## src/logic/mrcs_pkg.sv

```systemverilog
// Constants shared by the MAC configuration and status block
`default_nettype none

package mrcs_pkg;

  // Register indices; byte address is four times the index
  localparam logic [5:0] IDX_RX_CFG = 6'h0c;
  localparam logic [5:0] IDX_TX_CFG = 6'h0d;
  localparam logic [5:0] IDX_DATA_CFG = 6'h0e;
  localparam logic [5:0] IDX_MEDIA = 6'h10;
  localparam logic [5:0] IDX_EVENT = 6'h11;

  // Receive configuration fields
  localparam int unsigned RC_MONITOR = 5;
  localparam int unsigned RC_PROMISC = 4;
  localparam int unsigned RC_MCAST = 3;
  localparam int unsigned RC_BCAST = 2;
  localparam int unsigned RC_RUNT = 1;
  localparam int unsigned RC_SAVE_ERR = 0;
  localparam logic [7:0] RC_MASK = 8'h3f;

  // Receive status fields
  localparam int unsigned RS_DISABLED = 6;
  localparam int unsigned RS_MCAST = 5;
  localparam int unsigned RS_MISSED = 4;
  localparam int unsigned RS_ZERO = 3;
  localparam int unsigned RS_ALIGN = 2;
  localparam int unsigned RS_CRC = 1;
  localparam int unsigned RS_INTACT = 0;

  // Transmit configuration fields
  localparam int unsigned TC_DUPLEX = 7;
  localparam int unsigned TC_PAD_DIS = 6;
  localparam int unsigned TC_LATE_RETRY = 5;
  localparam int unsigned TC_LOOP_HI = 2;
  localparam int unsigned TC_LOOP_LO = 1;
  localparam int unsigned TC_INHIBIT_CRC = 0;
  localparam logic [7:0] TC_MASK = 8'he7;

  // Loop-back codes
  localparam logic [1:0] LOOP_NORMAL = 2'h0;
  localparam logic [1:0] LOOP_MAC = 2'h1;
  localparam logic [1:0] LOOP_PHY = 2'h2;

  // Data configuration, media control and event status fields
  localparam int unsigned DC_WORD = 0;
  localparam logic [7:0] DC_MASK = 8'h01;
  localparam int unsigned MC_DUPLEX = 7;
  localparam logic [7:0] MC_MASK = 8'h80;
  localparam int unsigned EV_OVERFLOW = 5;
  localparam int unsigned EV_RX_ERROR = 2;
  localparam logic [7:0] EV_MASK = 8'h24;

  // Reset values and limits
  localparam logic [7:0] CFG_RESET = 8'h00;
  localparam logic [7:0] STAT_RESET = 8'h00;
  localparam logic [7:0] TALLY_RESET = 8'h00;
  localparam logic [7:0] TALLY_MAX = 8'hff;
  localparam logic [7:0] TALLY_ONE = 8'h01;
  localparam logic [10:0] MIN_FRAME_BYTES = 11'h03c;

endpackage

`default_nettype wire

```

## src/logic/mrcs_tally.sv

```systemverilog
// Eight-bit error tally with clear on read
`timescale 1ns/1ps
`default_nettype none

module mrcs_tally (
  // Clock and reset
  input wire logic clk_i,
  input wire logic rst_i,
  // Control
  input wire logic inc_i,
  input wire logic clr_i,
  // Status
  output logic [7:0] count_o,
  output logic msb_rise_o
);

  typedef struct packed {
    logic [7:0] count;
    logic msb_rise;
  } mrcs_tally_state_t;

  mrcs_tally_state_t s_q;
  mrcs_tally_state_t s_d;
  logic [7:0] base;

  always_comb begin
    s_d = s_q;
    base = clr_i ? mrcs_pkg::TALLY_RESET : s_q.count;
    s_d.count = base;
    // Holding at the top keeps the overflow flag meaningful
    if (inc_i && (base != mrcs_pkg::TALLY_MAX)) begin
      s_d.count = base + mrcs_pkg::TALLY_ONE;
    end
    s_d.msb_rise = ~s_q.count[7] & s_d.count[7];
  end

  always_ff @(posedge clk_i) begin
    if (rst_i) begin
      s_q <= '{count: mrcs_pkg::TALLY_RESET, msb_rise: 1'b0};
    end else begin
      s_q <= s_d;
    end
  end

  assign count_o = s_q.count;
  assign msb_rise_o = s_q.msb_rise;

endmodule // mrcs_tally

`default_nettype wire

```

## src/logic/mrcs_top.sv

```systemverilog
// MAC receive and transmit configuration and status registers
`timescale 1ns/1ps
`default_nettype none

module mrcs_top (
  // Clock and reset
  input wire logic clk_i,
  input wire logic rst_i,
  // Wishbone slave
  input wire logic wb_cyc_i,
  input wire logic wb_stb_i,
  input wire logic wb_we_i,
  input wire logic [7:0] wb_adr_i,
  input wire logic [3:0] wb_sel_i,
  input wire logic [31:0] wb_dat_i,
  output logic [31:0] wb_dat_o,
  output logic wb_ack_o,
  // Receiver frame report
  input wire logic rx_done_i,
  input wire logic rx_phys_match_i,
  input wire logic rx_group_i,
  input wire logic rx_broadcast_i,
  input wire logic rx_hash_pass_i,
  input wire logic rx_runt_i,
  input wire logic rx_crc_err_i,
  input wire logic rx_align_err_i,
  input wire logic rx_missed_i,
  input wire logic rx_disabled_i,
  // Receiver decision
  output logic rx_accept_o,
  output logic rx_store_o,
  // Transmitter
  input wire logic internal_phy_i,
  input wire logic [10:0] tx_len_i,
  input wire logic tx_late_collision_i,
  output logic full_duplex_o,
  output logic tx_pad_o,
  output logic tx_crc_append_o,
  output logic tx_retry_o,
  output logic tx_give_up_o,
  output logic loopback_mac_o,
  output logic loopback_phy_o,
  // Data port
  output logic word_transfer_o
);

  typedef struct packed {
    logic ack;
    logic [7:0] rdat;
    logic [7:0] rx_cfg;
    logic [7:0] rx_stat;
    logic [7:0] tx_cfg;
    logic [7:0] data_cfg;
    logic [7:0] media;
    logic [7:0] evt;
    logic rx_accept;
    logic rx_store;
    logic full_duplex;
    logic tx_pad;
    logic tx_crc;
    logic tx_retry;
    logic tx_give_up;
    logic lb_mac;
    logic lb_phy;
    logic word_mode;
  } mrcs_state_t;

  mrcs_state_t s_q;
  mrcs_state_t s_d;

  logic req;
  logic wr_en;
  logic rd_en;
  logic [5:0] idx;
  logic unicast;
  logic mcast_only;
  logic addr_ok;
  logic has_err;
  logic accept;
  logic align_inc;
  logic crc_inc;
  logic align_clr;
  logic crc_clr;
  logic [7:0] align_cnt;
  logic [7:0] crc_cnt;
  logic align_ovf;
  logic crc_ovf;
  logic [7:0] evt_set;
  logic [7:0] evt_clr;
  logic [7:0] wbyte;

  // Update only the implemented bits of a writable register
  function automatic logic [7:0] wr_masked(input logic [7:0] old, input logic [7:0] data,
                                           input logic [7:0] mask);
    wr_masked = (old & ~mask) | (data & mask);
  endfunction

  // Bus decode; a request is taken once, ack follows one edge later
  assign req = wb_cyc_i & wb_stb_i & ~s_q.ack;
  assign idx = wb_adr_i[7:2];
  assign wbyte = wb_dat_i[7:0];
  assign wr_en = req & wb_we_i & wb_sel_i[0];
  assign rd_en = req & ~wb_we_i;

  // Address recognition
  assign unicast = ~rx_group_i;
  assign mcast_only = rx_group_i & ~rx_broadcast_i;
  always_comb begin
    addr_ok = unicast & rx_phys_match_i;
    if (unicast && s_q.rx_cfg[mrcs_pkg::RC_PROMISC]) begin
      addr_ok = 1'b1;
    end
    if (mcast_only && s_q.rx_cfg[mrcs_pkg::RC_MCAST] && rx_hash_pass_i) begin
      addr_ok = 1'b1;
    end
    if (rx_broadcast_i && s_q.rx_cfg[mrcs_pkg::RC_BCAST]) begin
      addr_ok = 1'b1;
    end
  end

  assign has_err = rx_crc_err_i | rx_align_err_i;
  assign accept = addr_ok & (~has_err | s_q.rx_cfg[mrcs_pkg::RC_SAVE_ERR]) &
                  (~rx_runt_i | s_q.rx_cfg[mrcs_pkg::RC_RUNT]);

  assign align_inc = rx_done_i & addr_ok & rx_align_err_i;
  assign crc_inc = rx_done_i & addr_ok & rx_crc_err_i;
  assign align_clr = rd_en & (idx == mrcs_pkg::IDX_TX_CFG);
  assign crc_clr = rd_en & (idx == mrcs_pkg::IDX_DATA_CFG);

  mrcs_tally u_align_tally (
    .clk_i(clk_i),
    .rst_i(rst_i),
    .inc_i(align_inc),
    .clr_i(align_clr),
    .count_o(align_cnt),
    .msb_rise_o(align_ovf)
  );

  mrcs_tally u_crc_tally (
    .clk_i(clk_i),
    .rst_i(rst_i),
    .inc_i(crc_inc),
    .clr_i(crc_clr),
    .count_o(crc_cnt),
    .msb_rise_o(crc_ovf)
  );

  // Event flags: a set in the clearing cycle survives
  always_comb begin
    evt_set = 8'h00;
    evt_set[mrcs_pkg::EV_OVERFLOW] = align_ovf | crc_ovf;
    evt_set[mrcs_pkg::EV_RX_ERROR] = (rx_done_i & addr_ok & has_err) | rx_missed_i;
    evt_clr = 8'h00;
    if (wr_en && (idx == mrcs_pkg::IDX_EVENT)) begin
      evt_clr = wbyte & mrcs_pkg::EV_MASK;
    end
  end

  always_comb begin
    s_d = s_q;
    s_d.ack = req;
    s_d.rx_accept = 1'b0;
    s_d.rx_store = 1'b0;
    s_d.tx_retry = 1'b0;
    s_d.tx_give_up = 1'b0;
    s_d.evt = (s_q.evt & ~evt_clr) | evt_set;

    if (rd_en) begin
      unique case (idx)
        mrcs_pkg::IDX_RX_CFG: s_d.rdat = s_q.rx_stat;
        mrcs_pkg::IDX_TX_CFG: s_d.rdat = align_cnt;
        mrcs_pkg::IDX_DATA_CFG: s_d.rdat = crc_cnt;
        mrcs_pkg::IDX_MEDIA: s_d.rdat = s_q.media;
        mrcs_pkg::IDX_EVENT: s_d.rdat = s_q.evt;
        default: s_d.rdat = 8'h00;
      endcase
    end else if (req) begin
      s_d.rdat = 8'h00;
    end

    if (wr_en) begin
      unique case (idx)
        mrcs_pkg::IDX_RX_CFG: s_d.rx_cfg = wr_masked(s_q.rx_cfg, wbyte, mrcs_pkg::RC_MASK);
        mrcs_pkg::IDX_TX_CFG: s_d.tx_cfg = wr_masked(s_q.tx_cfg, wbyte, mrcs_pkg::TC_MASK);
        mrcs_pkg::IDX_DATA_CFG: s_d.data_cfg = wr_masked(s_q.data_cfg, wbyte, mrcs_pkg::DC_MASK);
        mrcs_pkg::IDX_MEDIA: s_d.media = wr_masked(s_q.media, wbyte, mrcs_pkg::MC_MASK);
        default: s_d.media = s_q.media;
      endcase
    end

    s_d.rx_stat[mrcs_pkg::RS_DISABLED] = rx_disabled_i;
    s_d.rx_stat[mrcs_pkg::RS_ZERO] = 1'b0;
    if (rx_done_i) begin
      s_d.rx_stat[mrcs_pkg::RS_MCAST] = rx_group_i;
      s_d.rx_stat[mrcs_pkg::RS_MISSED] = 1'b0;
      s_d.rx_stat[mrcs_pkg::RS_ALIGN] = rx_align_err_i;
      s_d.rx_stat[mrcs_pkg::RS_CRC] = rx_crc_err_i;
      s_d.rx_stat[mrcs_pkg::RS_INTACT] = accept & ~has_err;
    end
    if (rx_missed_i) begin
      s_d.rx_stat[mrcs_pkg::RS_MISSED] = 1'b1;
    end

    if (rx_done_i) begin
      s_d.rx_accept = accept;
      s_d.rx_store = accept & ~s_q.rx_cfg[mrcs_pkg::RC_MONITOR];
    end

    s_d.full_duplex = s_q.tx_cfg[mrcs_pkg::TC_DUPLEX] | s_q.media[mrcs_pkg::MC_DUPLEX];
    if (internal_phy_i) begin
      s_d.full_duplex = 1'b0;
    end

    s_d.tx_pad = ~s_q.tx_cfg[mrcs_pkg::TC_PAD_DIS] & (tx_len_i < mrcs_pkg::MIN_FRAME_BYTES);

    if (tx_late_collision_i) begin
      s_d.tx_retry = s_q.tx_cfg[mrcs_pkg::TC_LATE_RETRY];
      s_d.tx_give_up = ~s_q.tx_cfg[mrcs_pkg::TC_LATE_RETRY];
    end

    // loop-back decode, reserved code runs normal
    s_d.lb_mac = s_q.tx_cfg[mrcs_pkg::TC_LOOP_HI:mrcs_pkg::TC_LOOP_LO] == mrcs_pkg::LOOP_MAC;
    s_d.lb_phy = s_q.tx_cfg[mrcs_pkg::TC_LOOP_HI:mrcs_pkg::TC_LOOP_LO] == mrcs_pkg::LOOP_PHY;

    s_d.tx_crc = ~s_q.tx_cfg[mrcs_pkg::TC_INHIBIT_CRC];

    s_d.word_mode = s_q.data_cfg[mrcs_pkg::DC_WORD];
  end

  always_ff @(posedge clk_i) begin
    if (rst_i) begin
      s_q <= '0;
      s_q.rx_cfg <= mrcs_pkg::CFG_RESET;
      s_q.tx_cfg <= mrcs_pkg::CFG_RESET;
      s_q.data_cfg <= mrcs_pkg::CFG_RESET;
      s_q.media <= mrcs_pkg::CFG_RESET;
      s_q.rx_stat <= mrcs_pkg::STAT_RESET;
      s_q.evt <= mrcs_pkg::STAT_RESET;
      s_q.tx_crc <= 1'b1;
    end else begin
      s_q <= s_d;
    end
  end

  assign wb_ack_o = s_q.ack;
  assign wb_dat_o = {24'h000000, s_q.rdat};
  assign rx_accept_o = s_q.rx_accept;
  assign rx_store_o = s_q.rx_store;
  assign full_duplex_o = s_q.full_duplex;
  assign tx_pad_o = s_q.tx_pad;
  assign tx_crc_append_o = s_q.tx_crc;
  assign tx_retry_o = s_q.tx_retry;
  assign tx_give_up_o = s_q.tx_give_up;
  assign loopback_mac_o = s_q.lb_mac;
  assign loopback_phy_o = s_q.lb_phy;
  assign word_transfer_o = s_q.word_mode;
endmodule // mrcs_top

`default_nettype wire
```

## config.mk

```make
export PLATFORM = sky130hd
export DESIGN_NAME = mrcs_top
export DESIGN_NICKNAME = d
export VERILOG_FILES = /design/src/logic/mrcs_pkg.sv /design/src/logic/mrcs_tally.sv /design/src/logic/mrcs_top.sv
export SDC_FILE = /design/constraint.sdc
export NUM_CORES = 1
export LEC_CHECK = 0
export ABC_AREA = 1
export BUFFER_PORTS_ARGS = -buffer_cell sky130_fd_sc_hd__buf_2
export CAP_MARGIN = 5
export CORE_MARGIN = 4
export CORE_UTILIZATION = 30
export DETAILED_ROUTE_END_ITERATION = 7
export GPL_TIMING_DRIVEN = 1
export HOLD_SLACK_MARGIN = 0.15
export PLACE_DENSITY = 0.66
export SLEW_MARGIN = 20
export SYNTH_ARGS = -nofsm -noshare
export SYNTH_HDL_FRONTEND = slang
export SYNTH_SLANG_ARGS = --single-unit
```

## constraint.sdc

```tcl
create_clock -name clk_i -period 2 [get_ports clk_i]
set_input_delay 0.2 -clock clk_i [delete_from_list [all_inputs] [get_ports clk_i]]
set_output_delay 0.2 -clock clk_i [all_outputs]
set_load 0.01 [all_outputs]
```

==> qor.csv, run 1 <==
stage,metric,value,unit
min_path,hold path depth,3,
critical_path,source of the worst register-to-register timing path,wb_ack_o,
global_route,vias in the first global route,2619,
layout,Post-Layout Inst Area,3900,um^2
floorplanning,Die ar.,11500,um^2
layout,number of nets in the layout,585,
timing,crit path time final,1.91,ns
logic_synthesis,asr flop ratio synth,0,
place,DPL Wire Length,5520,um
place,worst slack after detailed placement,0.00268,ns
logic_synthesis,warning count from the yosys run,0,
critical_path,"slowest stage cell, crit path",sky130_fd_sc_hd__dfxtp_2,
floorplanning,number of rows created at floorplan,35,
logic_synthesis,portion of synthesized cell area occupied by the leading cell type,0.401,
layout,area used by multi-input combinational logic,1440,um^2
logic_synthesis,leading area contributor after synthesis,sky130_fd_sc_hd__dfxtp_1,
power_and_ir_drop,Final Power,2.69,mW
power_and_ir_drop,worst IR drop on VDD,0.369,mV
critical_path,delay of the slowest cell on the worst path,0.32,ns
critical_path,Critical R2R Capture,u_crc_tally.count_o[6],
detailed_routing,average via count per standard cell,4.46,
clocking,number of levels in the clock H-tree,3,
floorplanning,height of the die,107,um
place,final weighted congestion of routability-driven global placement,0.884,
place,post-place instance area,3370,um^2
power_and_ir_drop,power density relative to cell area,689,nW/um^2
clocking,clock tree from TritonCTS,yes,
detailed_routing,drt first-iter violations,98,
timing,unrepaired setup endpoints after global routing,yes,
outcome,outcome,"complete, no violations",
global_route,wire length of the first global-routing pass,12000,um
timing,endpoints failing hold,0,
critical_path,crit path launch type,register,
layout,fraction of layout instances using a drive strength above 1,0.277,
logic_synthesis,post-synthesis sequential element count,59,
clocking,cell chosen for the clock root,sky130_fd_sc_hd__clkbuf_8,
logic_synthesis,most instantiated library cell after synthesis,sky130_fd_sc_hd__nand2_1,
critical_path,highest fanout seen on the critical path,3,
min_path,type of the tightest min-delay check,in2reg,
clocking,clk sink count,59,
timing,final slew viol count,0,
timing,final setup vio count,0,
detailed_routing,average wire length per cell after detail routing,11.8,um
timing,Fin Clk Skew,0.00731,ns
place,PortBufs,59,
layout,Fillers,967,
logic_synthesis,list of most frequent post-synthesis cells,"sky130_fd_sc_hd__nand2_1 (81), sky130_fd_sc_hd__dfxtp_1 (59), sky130_fd_sc_hd__nor2_1 (59)",
critical_path,number of cells traversed by the worst register-to-register path,15,
critical_path,Critical Path End Type,register,
global_route,overall routing resource usage,0.131,
clocking,number of buffers created by CTS,9,
min_path,Worst Hold Endpoint,s_q[55],
detailed_routing,post-route DRC violation count,0,
logic_synthesis,dominant cells by area after synthesis,"sky130_fd_sc_hd__dfxtp_1 (40%), sky130_fd_sc_hd__nand2_1 (10%), sky130_fd_sc_hd__buf_4 (8.2%)",
detailed_routing,First-pass DRT Iterations,4,
timing,Achievable Freq,523,MHz
detailed_routing,via count,2876,
critical_path,"Buf+Inv Stages, Crit Path",4,
logic_synthesis,Post-Syn Area,2940,um^2
place,Placed Instances,606,
floorplanning,floorplan die width,107,um
run,Max Cap Violations,0,
timing,total negative setup slack,0,ns
logic_synthesis,"Primary FF master, synth",sky130_fd_sc_hd__dfxtp_1,
critical_path,FF-to-FF setup slack,0.09,ns
critical_path,category of cells accounting for the largest share of critical-path delay,simple AND/OR/NAND/NOR gates,
layout,signed area change from the synthesized netlist to the final layout,32.5,%
power_and_ir_drop,Leakage Power,1.77,nW
global_route,antenna violations before repair,0,
global_route,maximum number of pins on one net before global-route repair,30,
layout,Post-Layout Cell Count,645,
logic_synthesis,Synth Instances,412,
logic_synthesis,mean instance size in the synthesized netlist,7.14,um^2
critical_path,"Req. time, crit path",2.27,ns
critical_path,chain of cells forming the critical path,inv_2 > nand3_4 > nor2_4 > nand2_4 > nand2_2 > inv_1 > ha_2 > nand2_1 > nand3b_1 > nor2_2 > buf_4 > buf_4 > xnor2_1 > nand2_1 > a21oi_2,
global_route,leftover overflow at the end of global routing,0,
timing,fin crit share,0.955,
floorplanning,core area,9420,um^2
timing,Final Worst Setup Slack,0.0895,ns
layout,sequential standard cell area,1180,um^2
critical_path,arrival time of data at the critical path endpoint,2.19,ns
detailed_routing,detailed-route wire length,7600,um
min_path,beginning of the worst hold path,wb_dat_i[5],
logic_synthesis,post-synth cell types,31,
logic_synthesis,sequential fraction of the synthesis area,0.401,
floorplanning,Top-Level Pins,115,
layout,antenna fix cells,0,
logic_synthesis,count of flip-flops with a built-in enable after synthesis,0,
clocking,clock latency reported for the late side of the worst-skew pair,0.34,ns
critical_path,Setup Crit Path Kind,reg2reg,
floorplanning,initial cell density of the core,0.313,
detailed_routing,antenna violation net count after detailed routing,0,
clocking,clock-pin slew of the registers on the worst-case setup and hold paths,0.07,ns
clocking,number of buffers on the longest clock path,2,
[cells by family (layout without fill, tap and decap cells)]
logic type,count (synthesis),count (layout),synth area share
and+or+nand+nor,191,191,0.284
buffers and inverters,88,169,0.164
AOI/OAI and AO/OA,64,64,0.120
DFF,59,59,0.401
xor gates and xnor gates,7,7,0.0208
adders and majority gates,2,2,0.00850
other,1,24,0.00127
[state kept, by name, indices dropped and copies added (netlist names), 8 cells and up]
| name | flops |
|---|---|
| u_align_tally.count_o | 8 |
| wb_dat_o | 8 |
| s_q | 21 |
| u_crc_tally.count_o | 8 |
[layout make-up]
class                      instances  area share
clock buffer                      11      0.0388
clock inverter                     5      0.0215
inverter                          46      0.0449
multi-input combinational        288       0.369
sequential                        59       0.303
tap                              129      0.0414
timing repair buffer             107       0.181
[placed cells by master (no fill, tap or decap), types with 2 or more instances in the layout]
master and count:
sky130_fd_sc_hd__nand2_4 3, sky130_fd_sc_hd__o221ai_1 2, sky130_fd_sc_hd__clkbuf_8 11, sky130_fd_sc_hd__nand3_2 2
sky130_fd_sc_hd__buf_2 59, sky130_fd_sc_hd__conb_1 24, sky130_fd_sc_hd__nor2_2 5, sky130_fd_sc_hd__dfxtp_1 58
sky130_fd_sc_hd__inv_1 41, sky130_fd_sc_hd__or2_2 2, sky130_fd_sc_hd__nor4_1 3, sky130_fd_sc_hd__inv_2 4
sky130_fd_sc_hd__nor2_4 5, sky130_fd_sc_hd__nand3_1 21, sky130_fd_sc_hd__xor2_1 5, sky130_fd_sc_hd__o21ai_2 3
sky130_fd_sc_hd__buf_6 2, sky130_fd_sc_hd__nand2_1 79, sky130_fd_sc_hd__buf_4 29, sky130_fd_sc_hd__a21oi_2 2
sky130_fd_sc_hd__ha_2 2, sky130_fd_sc_hd__o21ai_1 2, sky130_fd_sc_hd__nand3b_1 2, sky130_fd_sc_hd__o211ai_1 2
sky130_fd_sc_hd__dlygate4sd3_1 17, sky130_fd_sc_hd__nand2_2 5, sky130_fd_sc_hd__nor3_1 8, sky130_fd_sc_hd__a21oi_1 28
sky130_fd_sc_hd__bufinv_16 2, sky130_fd_sc_hd__a22oi_1 2, sky130_fd_sc_hd__nor2_1 54, sky130_fd_sc_hd__o21ai_0 21
sky130_fd_sc_hd__clkinvlp_4 2
[tightest hold or removal path, stage by stage]
cell	delay, ns
sky130_fd_sc_hd__buf_2	0.12
sky130_fd_sc_hd__nor2_1	0.06
sky130_fd_sc_hd__nor2_1	0.09
[how the worst max path moves through the flow]
stage / start / slack (ns) / end / cells after the start
6_report: wb_ack_o / 0.09 / u_crc_tally.count_o[6] / 15
5_1_grt: wb_ack_o / -0.07 / u_crc_tally.count_o[4] / 16
4_1_cts: wb_ack_o / 0.02 / u_crc_tally.count_o[4] / 16
3_5_place_dp: wb_adr_i[4] / 0.003 / u_align_tally.count_o[7] / 18
3_3_place_gp: wb_adr_i[4] / 0.04 / u_align_tally.msb_rise_o / 18
2_1_floorplan: wb_ack_o / -0.02 / u_align_tally.count_o[2] / 16
[per-stage QoR]
| step | utilization | hold WS (ns) |
|---|---|---|
| floorplan | - | 0.277 |
| global placement | 0.358 | 0.376 |
| detailed placement | 0.358 | 0.377 |
| CTS | 0.401 | 0.151 |
| global route | 0.414 | 0.187 |
| finish | 0.414 | 0.165 |
[report_power, final]
group | internal, mW | switching [mW]
clock network | 0.773 | 0.493
logic | 0.0924 | 0.124
registers | 1.19 | 0.0100
[routing by layer]
| metal | global-route usage | routed length (um) |
|---|---|---|
| met3 | 0.0361 | 614 |
| met5 | 0 | 0 |
| met4 | 0.0384 | 87 |
| met1 | 0.171 | 3380 |
| met2 | 0.211 | 3520 |
[repair_timing]
| action | in CTS | in global routing |
|---|---|---|
| hold endpoints to repair | 21 | 0 |
| setup buffers | 0 | 7 |
| resized for setup | 0 | 24 |
| endpoints found under the setup margin | 0 | 18 |
| hold buffers | 17 | 0 |
Power figures use the tool's default switching activity.
==> run 2: changes to the inputs <==
CORE_ASPECT_RATIO = 0.6   (was unset)
REMOVE_ABC_BUFFERS = 1   (was unset)
==> run 2 against run 1 <==
Effect of this change:
- die area up 0.46%
- clock power increased by 20%
- count of clock-buffer cells in the layout did not move
- worst hold slack lost 0.012 ns
- via count increased by 1.1%
- cell count is 0.16% higher
- critical endpoint is now u_align_tally.count_o[1]
- largest power group unchanged
==> qor.csv, run 2 (synthesized netlist as in run 1, its figures left out) <==
stage,metric,value,unit
clocking,number of levels in the clock H-tree,3,
critical_path,"Req. time, crit path",2.22,ns
critical_path,highest fanout seen on the critical path,4,
detailed_routing,drt first-iter violations,140,
floorplanning,initial cell density of the core,0.314,
timing,total negative setup slack,0,ns
timing,endpoints failing hold,0,
clocking,clock latency reported for the late side of the worst-skew pair,0.33,ns
layout,Post-Layout Cell Count,646,
critical_path,Setup Crit Path Kind,reg2reg,
global_route,antenna violations before repair,0,
global_route,overall routing resource usage,0.141,
timing,unrepaired setup endpoints after global routing,yes,
floorplanning,core area,9360,um^2
critical_path,arrival time of data at the critical path endpoint,2.18,ns
layout,signed area change from the synthesized netlist to the final layout,37.2,%
run,Max Cap Violations,0,
global_route,vias in the first global route,2581,
layout,antenna fix cells,0,
layout,fraction of layout instances using a drive strength above 1,0.300,
outcome,outcome,"complete, no violations",
place,DPL Wire Length,6100,um
global_route,maximum number of pins on one net before global-route repair,28,
floorplanning,Top-Level Pins,115,
power_and_ir_drop,Leakage Power,1.81,nW
clocking,clk sink count,59,
global_route,leftover overflow at the end of global routing,0,
place,Placed Instances,608,
clocking,clock tree from TritonCTS,yes,
clocking,number of buffers on the longest clock path,2,
floorplanning,height of the die,84.7,um
detailed_routing,detailed-route wire length,8420,um
floorplanning,Die ar.,11500,um^2
place,final weighted congestion of routability-driven global placement,0.886,
detailed_routing,average wire length per cell after detail routing,13.0,um
global_route,wire length of the first global-routing pass,12600,um
timing,Achievable Freq,510,MHz
detailed_routing,First-pass DRT Iterations,5,
critical_path,crit path launch type,register,
critical_path,Critical Path End Type,register,
layout,largest register by flop count,s_q,
timing,crit path time final,1.96,ns
floorplanning,number of rows created at floorplan,27,
clocking,number of buffers created by CTS,9,
power_and_ir_drop,worst IR drop on VDD,0.480,mV
power_and_ir_drop,power density relative to cell area,732,nW/um^2
timing,final setup vio count,0,
layout,number of nets in the layout,585,
timing,fin crit share,0.981,
floorplanning,floorplan die width,136,um
layout,flip-flop count of the largest register after layout,21,
detailed_routing,average via count per standard cell,4.50,
min_path,type of the tightest min-delay check,in2reg,
timing,Fin Clk Skew,0.00343,ns
clocking,clock-pin slew of the registers on the worst-case setup and hold paths,0.05,ns
detailed_routing,via count,2908,
detailed_routing,post-route DRC violation count,0,
clocking,cell chosen for the clock root,sky130_fd_sc_hd__clkbuf_16,
detailed_routing,antenna violation net count after detailed routing,0,
place,PortBufs,59,
layout,Fillers,956,
layout,"most common cell after layout, fill and taps aside",sky130_fd_sc_hd__nand2_1,
layout,"commonest non-fill, non-tap cells in the layout","sky130_fd_sc_hd__nand2_1 (74), sky130_fd_sc_hd__buf_2 (59), sky130_fd_sc_hd__dfxtp_1 (58)",
timing,final slew viol count,0,
==> run 2: cell types whose count changed in the layout (fill, tap and decap cells not counted), moves of 3 or more <==
| cell | before | now |
|---|---|---|
| sky130_fd_sc_hd__clkbuf_8 | 11 | 1 |
| sky130_fd_sc_hd__clkbuf_16 | 0 | 9 |
| sky130_fd_sc_hd__nand2_1 | 79 | 74 |
| sky130_fd_sc_hd__clkinv_2 | 0 | 3 |
| sky130_fd_sc_hd__dlygate4sd3_1 | 17 | 14 |
| sky130_fd_sc_hd__nand2_2 | 5 | 8 |
==> run 2: layer usage <==
metal,part of all wire,wire length [um],track usage
met1,0.48,4010,0.200
met2,0.42,3540,0.196
met3,0.087,730,0.0455
met4,0.016,138,0.0522
met5,0,0,0
==> run 2: final cells by class <==
type | instances | area [um^2] | share of cell area
Clock buffer | 11 | 243 | 0.0601
Clock inverter | 5 | 52.6 | 0.0130
Inverter | 46 | 185 | 0.0459
Multi-Input combinational cell | 288 | 1510 | 0.373
Sequential cell | 59 | 1180 | 0.293
Tap cell | 130 | 163 | 0.0403
Timing Repair Buffer | 107 | 706 | 0.175
==> run 2: critical path, cell delays in order, from the launching register on <==
cell                       delay [ns]
sky130_fd_sc_hd__dfxtp_2         0.32
sky130_fd_sc_hd__inv_2           0.06
sky130_fd_sc_hd__nand3_4         0.07
sky130_fd_sc_hd__nor2_4          0.20
sky130_fd_sc_hd__nand2_4         0.10
sky130_fd_sc_hd__inv_6           0.09
sky130_fd_sc_hd__nor2_4          0.04
sky130_fd_sc_hd__ha_4            0.16
sky130_fd_sc_hd__nand2_2         0.05
sky130_fd_sc_hd__nand3b_1        0.13
sky130_fd_sc_hd__nor2_2          0.06
sky130_fd_sc_hd__nand2_1         0.09
sky130_fd_sc_hd__nand2_2         0.10
sky130_fd_sc_hd__buf_4           0.17
sky130_fd_sc_hd__o21ai_0         0.13
sky130_fd_sc_hd__nor2_1          0.06
==> run 2: what timing repair did <==
| action | CTS | global route |
|---|---|---|
| cloned | 0 | 1 |
| resized for setup | 8 | 46 |
| pin swaps | 0 | 20 |
| hold endpoints to repair | 15 | 0 |
| setup endpoints to repair | 11 | 18 |
| setup buffers | 0 | 7 |
| hold buffers | 14 | 0 |
==> run 2: power by group <==
group | leakage, nW | internal (mW) | total (mW) | switching (mW)
clock network | 0.145 | 0.990 | 1.52 | 0.532
registers | 0.478 | 1.20 | 1.21 | 0.0111
logic | 1.18 | 0.0936 | 0.225 | 0.132
total | 1.81 | 2.28 | 2.95 | 0.675
==> run 2: path summary, 6_finish.rpt <==
check / slack (ns) / cells after the start / endpoint / startpoint
worst min register to register: 0.40 / 1 / tx_crc_append_o / s_q[34]
worst max register to register: 0.04 / 15 / u_align_tally.count_o[1] / wb_ack_o
worst min-delay path: 0.15 / 3 / s_q[55] / wb_dat_i[5]
worst max-delay path: 0.04 / 15 / u_align_tally.count_o[1] / wb_ack_o
==> run 2: per-stage QoR <==
step | power [mW] | worst slack [ns] | hold slack (ns) | util | cell area, um^2
final | 2.95 | 0.0379 | 0.153 | 0.431 | 4040
after global routing | 3.06 | -0.143 | 0.170 | 0.431 | 4040
after CTS | 2.95 | 0.00823 | 0.151 | 0.409 | 3830
after detailed placement | 1.41 | -0.131 | 0.372 | 0.360 | 3370
after global placement | 1.40 | -0.0225 | 0.367 | 0.360 | 3370
after floorplan | 1.31 | -0.453 | 0.269 | - | 2720
==> run 3: changes to the inputs <==
CORE_UTILIZATION = 44   (was 30)
HOLD_SLACK_MARGIN = 0.02   (was 0.15)
PLACE_DENSITY = 0.86   (was 0.66)
==> run 3 against run 2 <==
Effect of this change:
- worst setup slack improved by 0.0011 ns
- worst hold slack got worse by 0.13 ns
- combinational power decreased by 13%
- sequential power about the same
- clock skew increased by 0.0086 ns
- critical path depth increased by 1
- cell count decreased by 9.8%
- maximum frequency about the same
- clock power decreased by 12%
==> qor.csv, run 3 (synthesized netlist as in run 1, its figures left out) <==
stage,metric,value,unit
critical_path,number of cells traversed by the worst register-to-register path,16,
detailed_routing,antenna violation net count after detailed routing,0,
layout,flip-flop count of the largest register after layout,21,
critical_path,crit path launch type,register,
layout,number of nets in the layout,568,
clocking,cell chosen for the clock root,sky130_fd_sc_hd__clkbuf_8,
critical_path,Critical Path End Type,register,
detailed_routing,via count,2867,
power_and_ir_drop,worst IR drop on VDD,0.406,mV
global_route,antenna violations before repair,0,
layout,largest register by flop count,s_q,
global_route,leftover overflow at the end of global routing,0,
min_path,type of the tightest min-delay check,in2reg,
outcome,outcome,"complete, no violations",
floorplanning,height of the die,71.3,um
power_and_ir_drop,Leakage Power,1.71,nW
clocking,clock tree from TritonCTS,yes,
floorplanning,core area,6300,um^2
floorplanning,number of rows created at floorplan,22,
layout,end-of-flow core utilization,0.586,
critical_path,delay of the slowest cell on the worst path,0.33,ns
clocking,number of buffers on the longest clock path,2,
timing,final slew viol count,0,
critical_path,Critical path origin,wb_ack_o,
detailed_routing,post-route DRC violation count,0,
layout,"most common cell after layout, fill and taps aside",sky130_fd_sc_hd__nand2_1,
timing,Achievable Freq,510,MHz
place,DPL Wire Length,5690,um
place,PortBufs,59,
detailed_routing,First-pass DRT Iterations,5,
min_path,Worst Hold Endpoint,full_duplex_o,
critical_path,source of the worst register-to-register timing path,wb_ack_o,
clocking,clock-pin slew of the registers on the worst-case setup and hold paths,0.07,ns
global_route,vias in the first global route,2449,
layout,"commonest non-fill, non-tap cells in the layout","sky130_fd_sc_hd__nand2_1 (77), sky130_fd_sc_hd__buf_2 (59), sky130_fd_sc_hd__dfxtp_1 (58)",
min_path,hold path depth,2,
timing,final setup vio count,0,
critical_path,arrival time of data at the critical path endpoint,2.24,ns
clocking,number of buffers created by CTS,9,
critical_path,FF-to-FF setup slack,0.04,ns
layout,signed area change from the synthesized netlist to the final layout,25.5,%
timing,endpoints failing hold,0,
detailed_routing,average wire length per cell after detail routing,13.1,um
place,worst slack after detailed placement,-0.0560,ns
critical_path,chain of cells forming the critical path,inv_2 > nand3_4 > nor2_4 > nand2_4 > inv_2 > nor2_2 > ha_2 > nand2_1 > nand3b_1 > nor2_2 > nand2_2 > nand2_4 > buf_12 > o21ai_4 > nand2_1 > nor2_1,
global_route,wire length of the first global-routing pass,11800,um
run,Max Cap Violations,0,
layout,antenna fix cells,0,
timing,Final Worst Setup Slack,0.0389,ns
place,final weighted congestion of routability-driven global placement,0.917,
clocking,clock latency reported for the late side of the worst-skew pair,0.34,ns
layout,Fillers,582,
global_route,overall routing resource usage,0.185,
timing,fin crit share,0.981,
min_path,beginning of the worst hold path,internal_phy_i,
clocking,number of levels in the clock H-tree,3,
timing,crit path time final,1.96,ns
clocking,clk sink count,59,
layout,Post-Layout Inst Area,3690,um^2
place,post-place instance area,3330,um^2
power_and_ir_drop,power density relative to cell area,742,nW/um^2
timing,Fin Clk Skew,0.0120,ns
critical_path,Setup Crit Path Kind,reg2reg,
critical_path,highest fanout seen on the critical path,5,
critical_path,Critical R2R Capture,u_crc_tally.count_o[2],
critical_path,"slowest stage cell, crit path",sky130_fd_sc_hd__dfxtp_2,
critical_path,"Req. time, crit path",2.27,ns
floorplanning,floorplan die width,114,um
detailed_routing,detailed-route wire length,7660,um
layout,fraction of layout instances using a drive strength above 1,0.283,
detailed_routing,drt first-iter violations,215,
detailed_routing,average via count per standard cell,4.92,
floorplanning,Die ar.,8100,um^2
floorplanning,initial cell density of the core,0.467,
floorplanning,Top-Level Pins,115,
timing,unrepaired setup endpoints after global routing,yes,
power_and_ir_drop,Final Power,2.74,mW
global_route,maximum number of pins on one net before global-route repair,30,
run 3: repair_timing:
item	CTS	global route
setup endpoints to repair	15	18
cloned	0	2
hold buffers	0	0
pin swaps	0	9
setup buffers	0	3
gates resized for setup	4	24
endpoints found under the hold margin	0	0
run 3: worst max path at each step:
stage | depth (start not counted) | end
after floorplan | 16 | u_align_tally.msb_rise_o
after global placement | 18 | u_crc_tally.msb_rise_o
after detailed placement | 16 | u_align_tally.count_o[1]
after CTS | 16 | u_align_tally.count_o[1]
after global routing | 16 | u_crc_tally.count_o[2]
final | 16 | u_crc_tally.count_o[2]
run 3: area by class of cell:
class / instances / area [um^2] / share of cell area
clock buffer: 11 / 141 / 0.0383
clock inverter: 5 / 100 / 0.0271
timing repair buffer: 90 / 562 / 0.152
sequential: 59 / 1180 / 0.320
inverter: 46 / 173 / 0.0468
tap: 84 / 105 / 0.0285
multi-input combinational: 288 / 1430 / 0.387
run 3: routing by layer:
metal,part of all wire,up-vias,GRT usage
li1,-,1418,-
met1,0.47,1306,0.272
met2,0.42,131,0.257
met3,0.10,12,0.0582
met4,0.011,0,0.0560
met5,0,-,0
run 3: power breakdown:
part	leakage, nW	internal, mW	switching [mW]
Clock	0.123	0.858	0.481
Combinational	1.11	0.0736	0.122
Sequential	0.478	1.19	0.0109
Total	1.71	2.12	0.614
run 3: metrics by stage:
| stage | hold slack [ns] | std cells | TNS (ns) |
|---|---|---|---|
| after global routing | 0.0249 | 583 | -0.931 |
| after global placement | 0.366 | 562 | -0.00236 |
| after detailed placement | 0.372 | 562 | -0.190 |
| final | 0.0281 | 583 | 0 |
| after CTS | 0.0223 | 578 | 0 |
| after floorplan | 0.269 | 393 | -5.19 |
run 3: critical path: cells and delay by family, from the launching register on:
family / cells / cell delay (ns)
compound gates: 1 / 0.12
fa+ha+maj: 1 / 0.18
buf+inv: 3 / 0.28
flops: 1 / 0.33
simple gates: 11 / 0.98
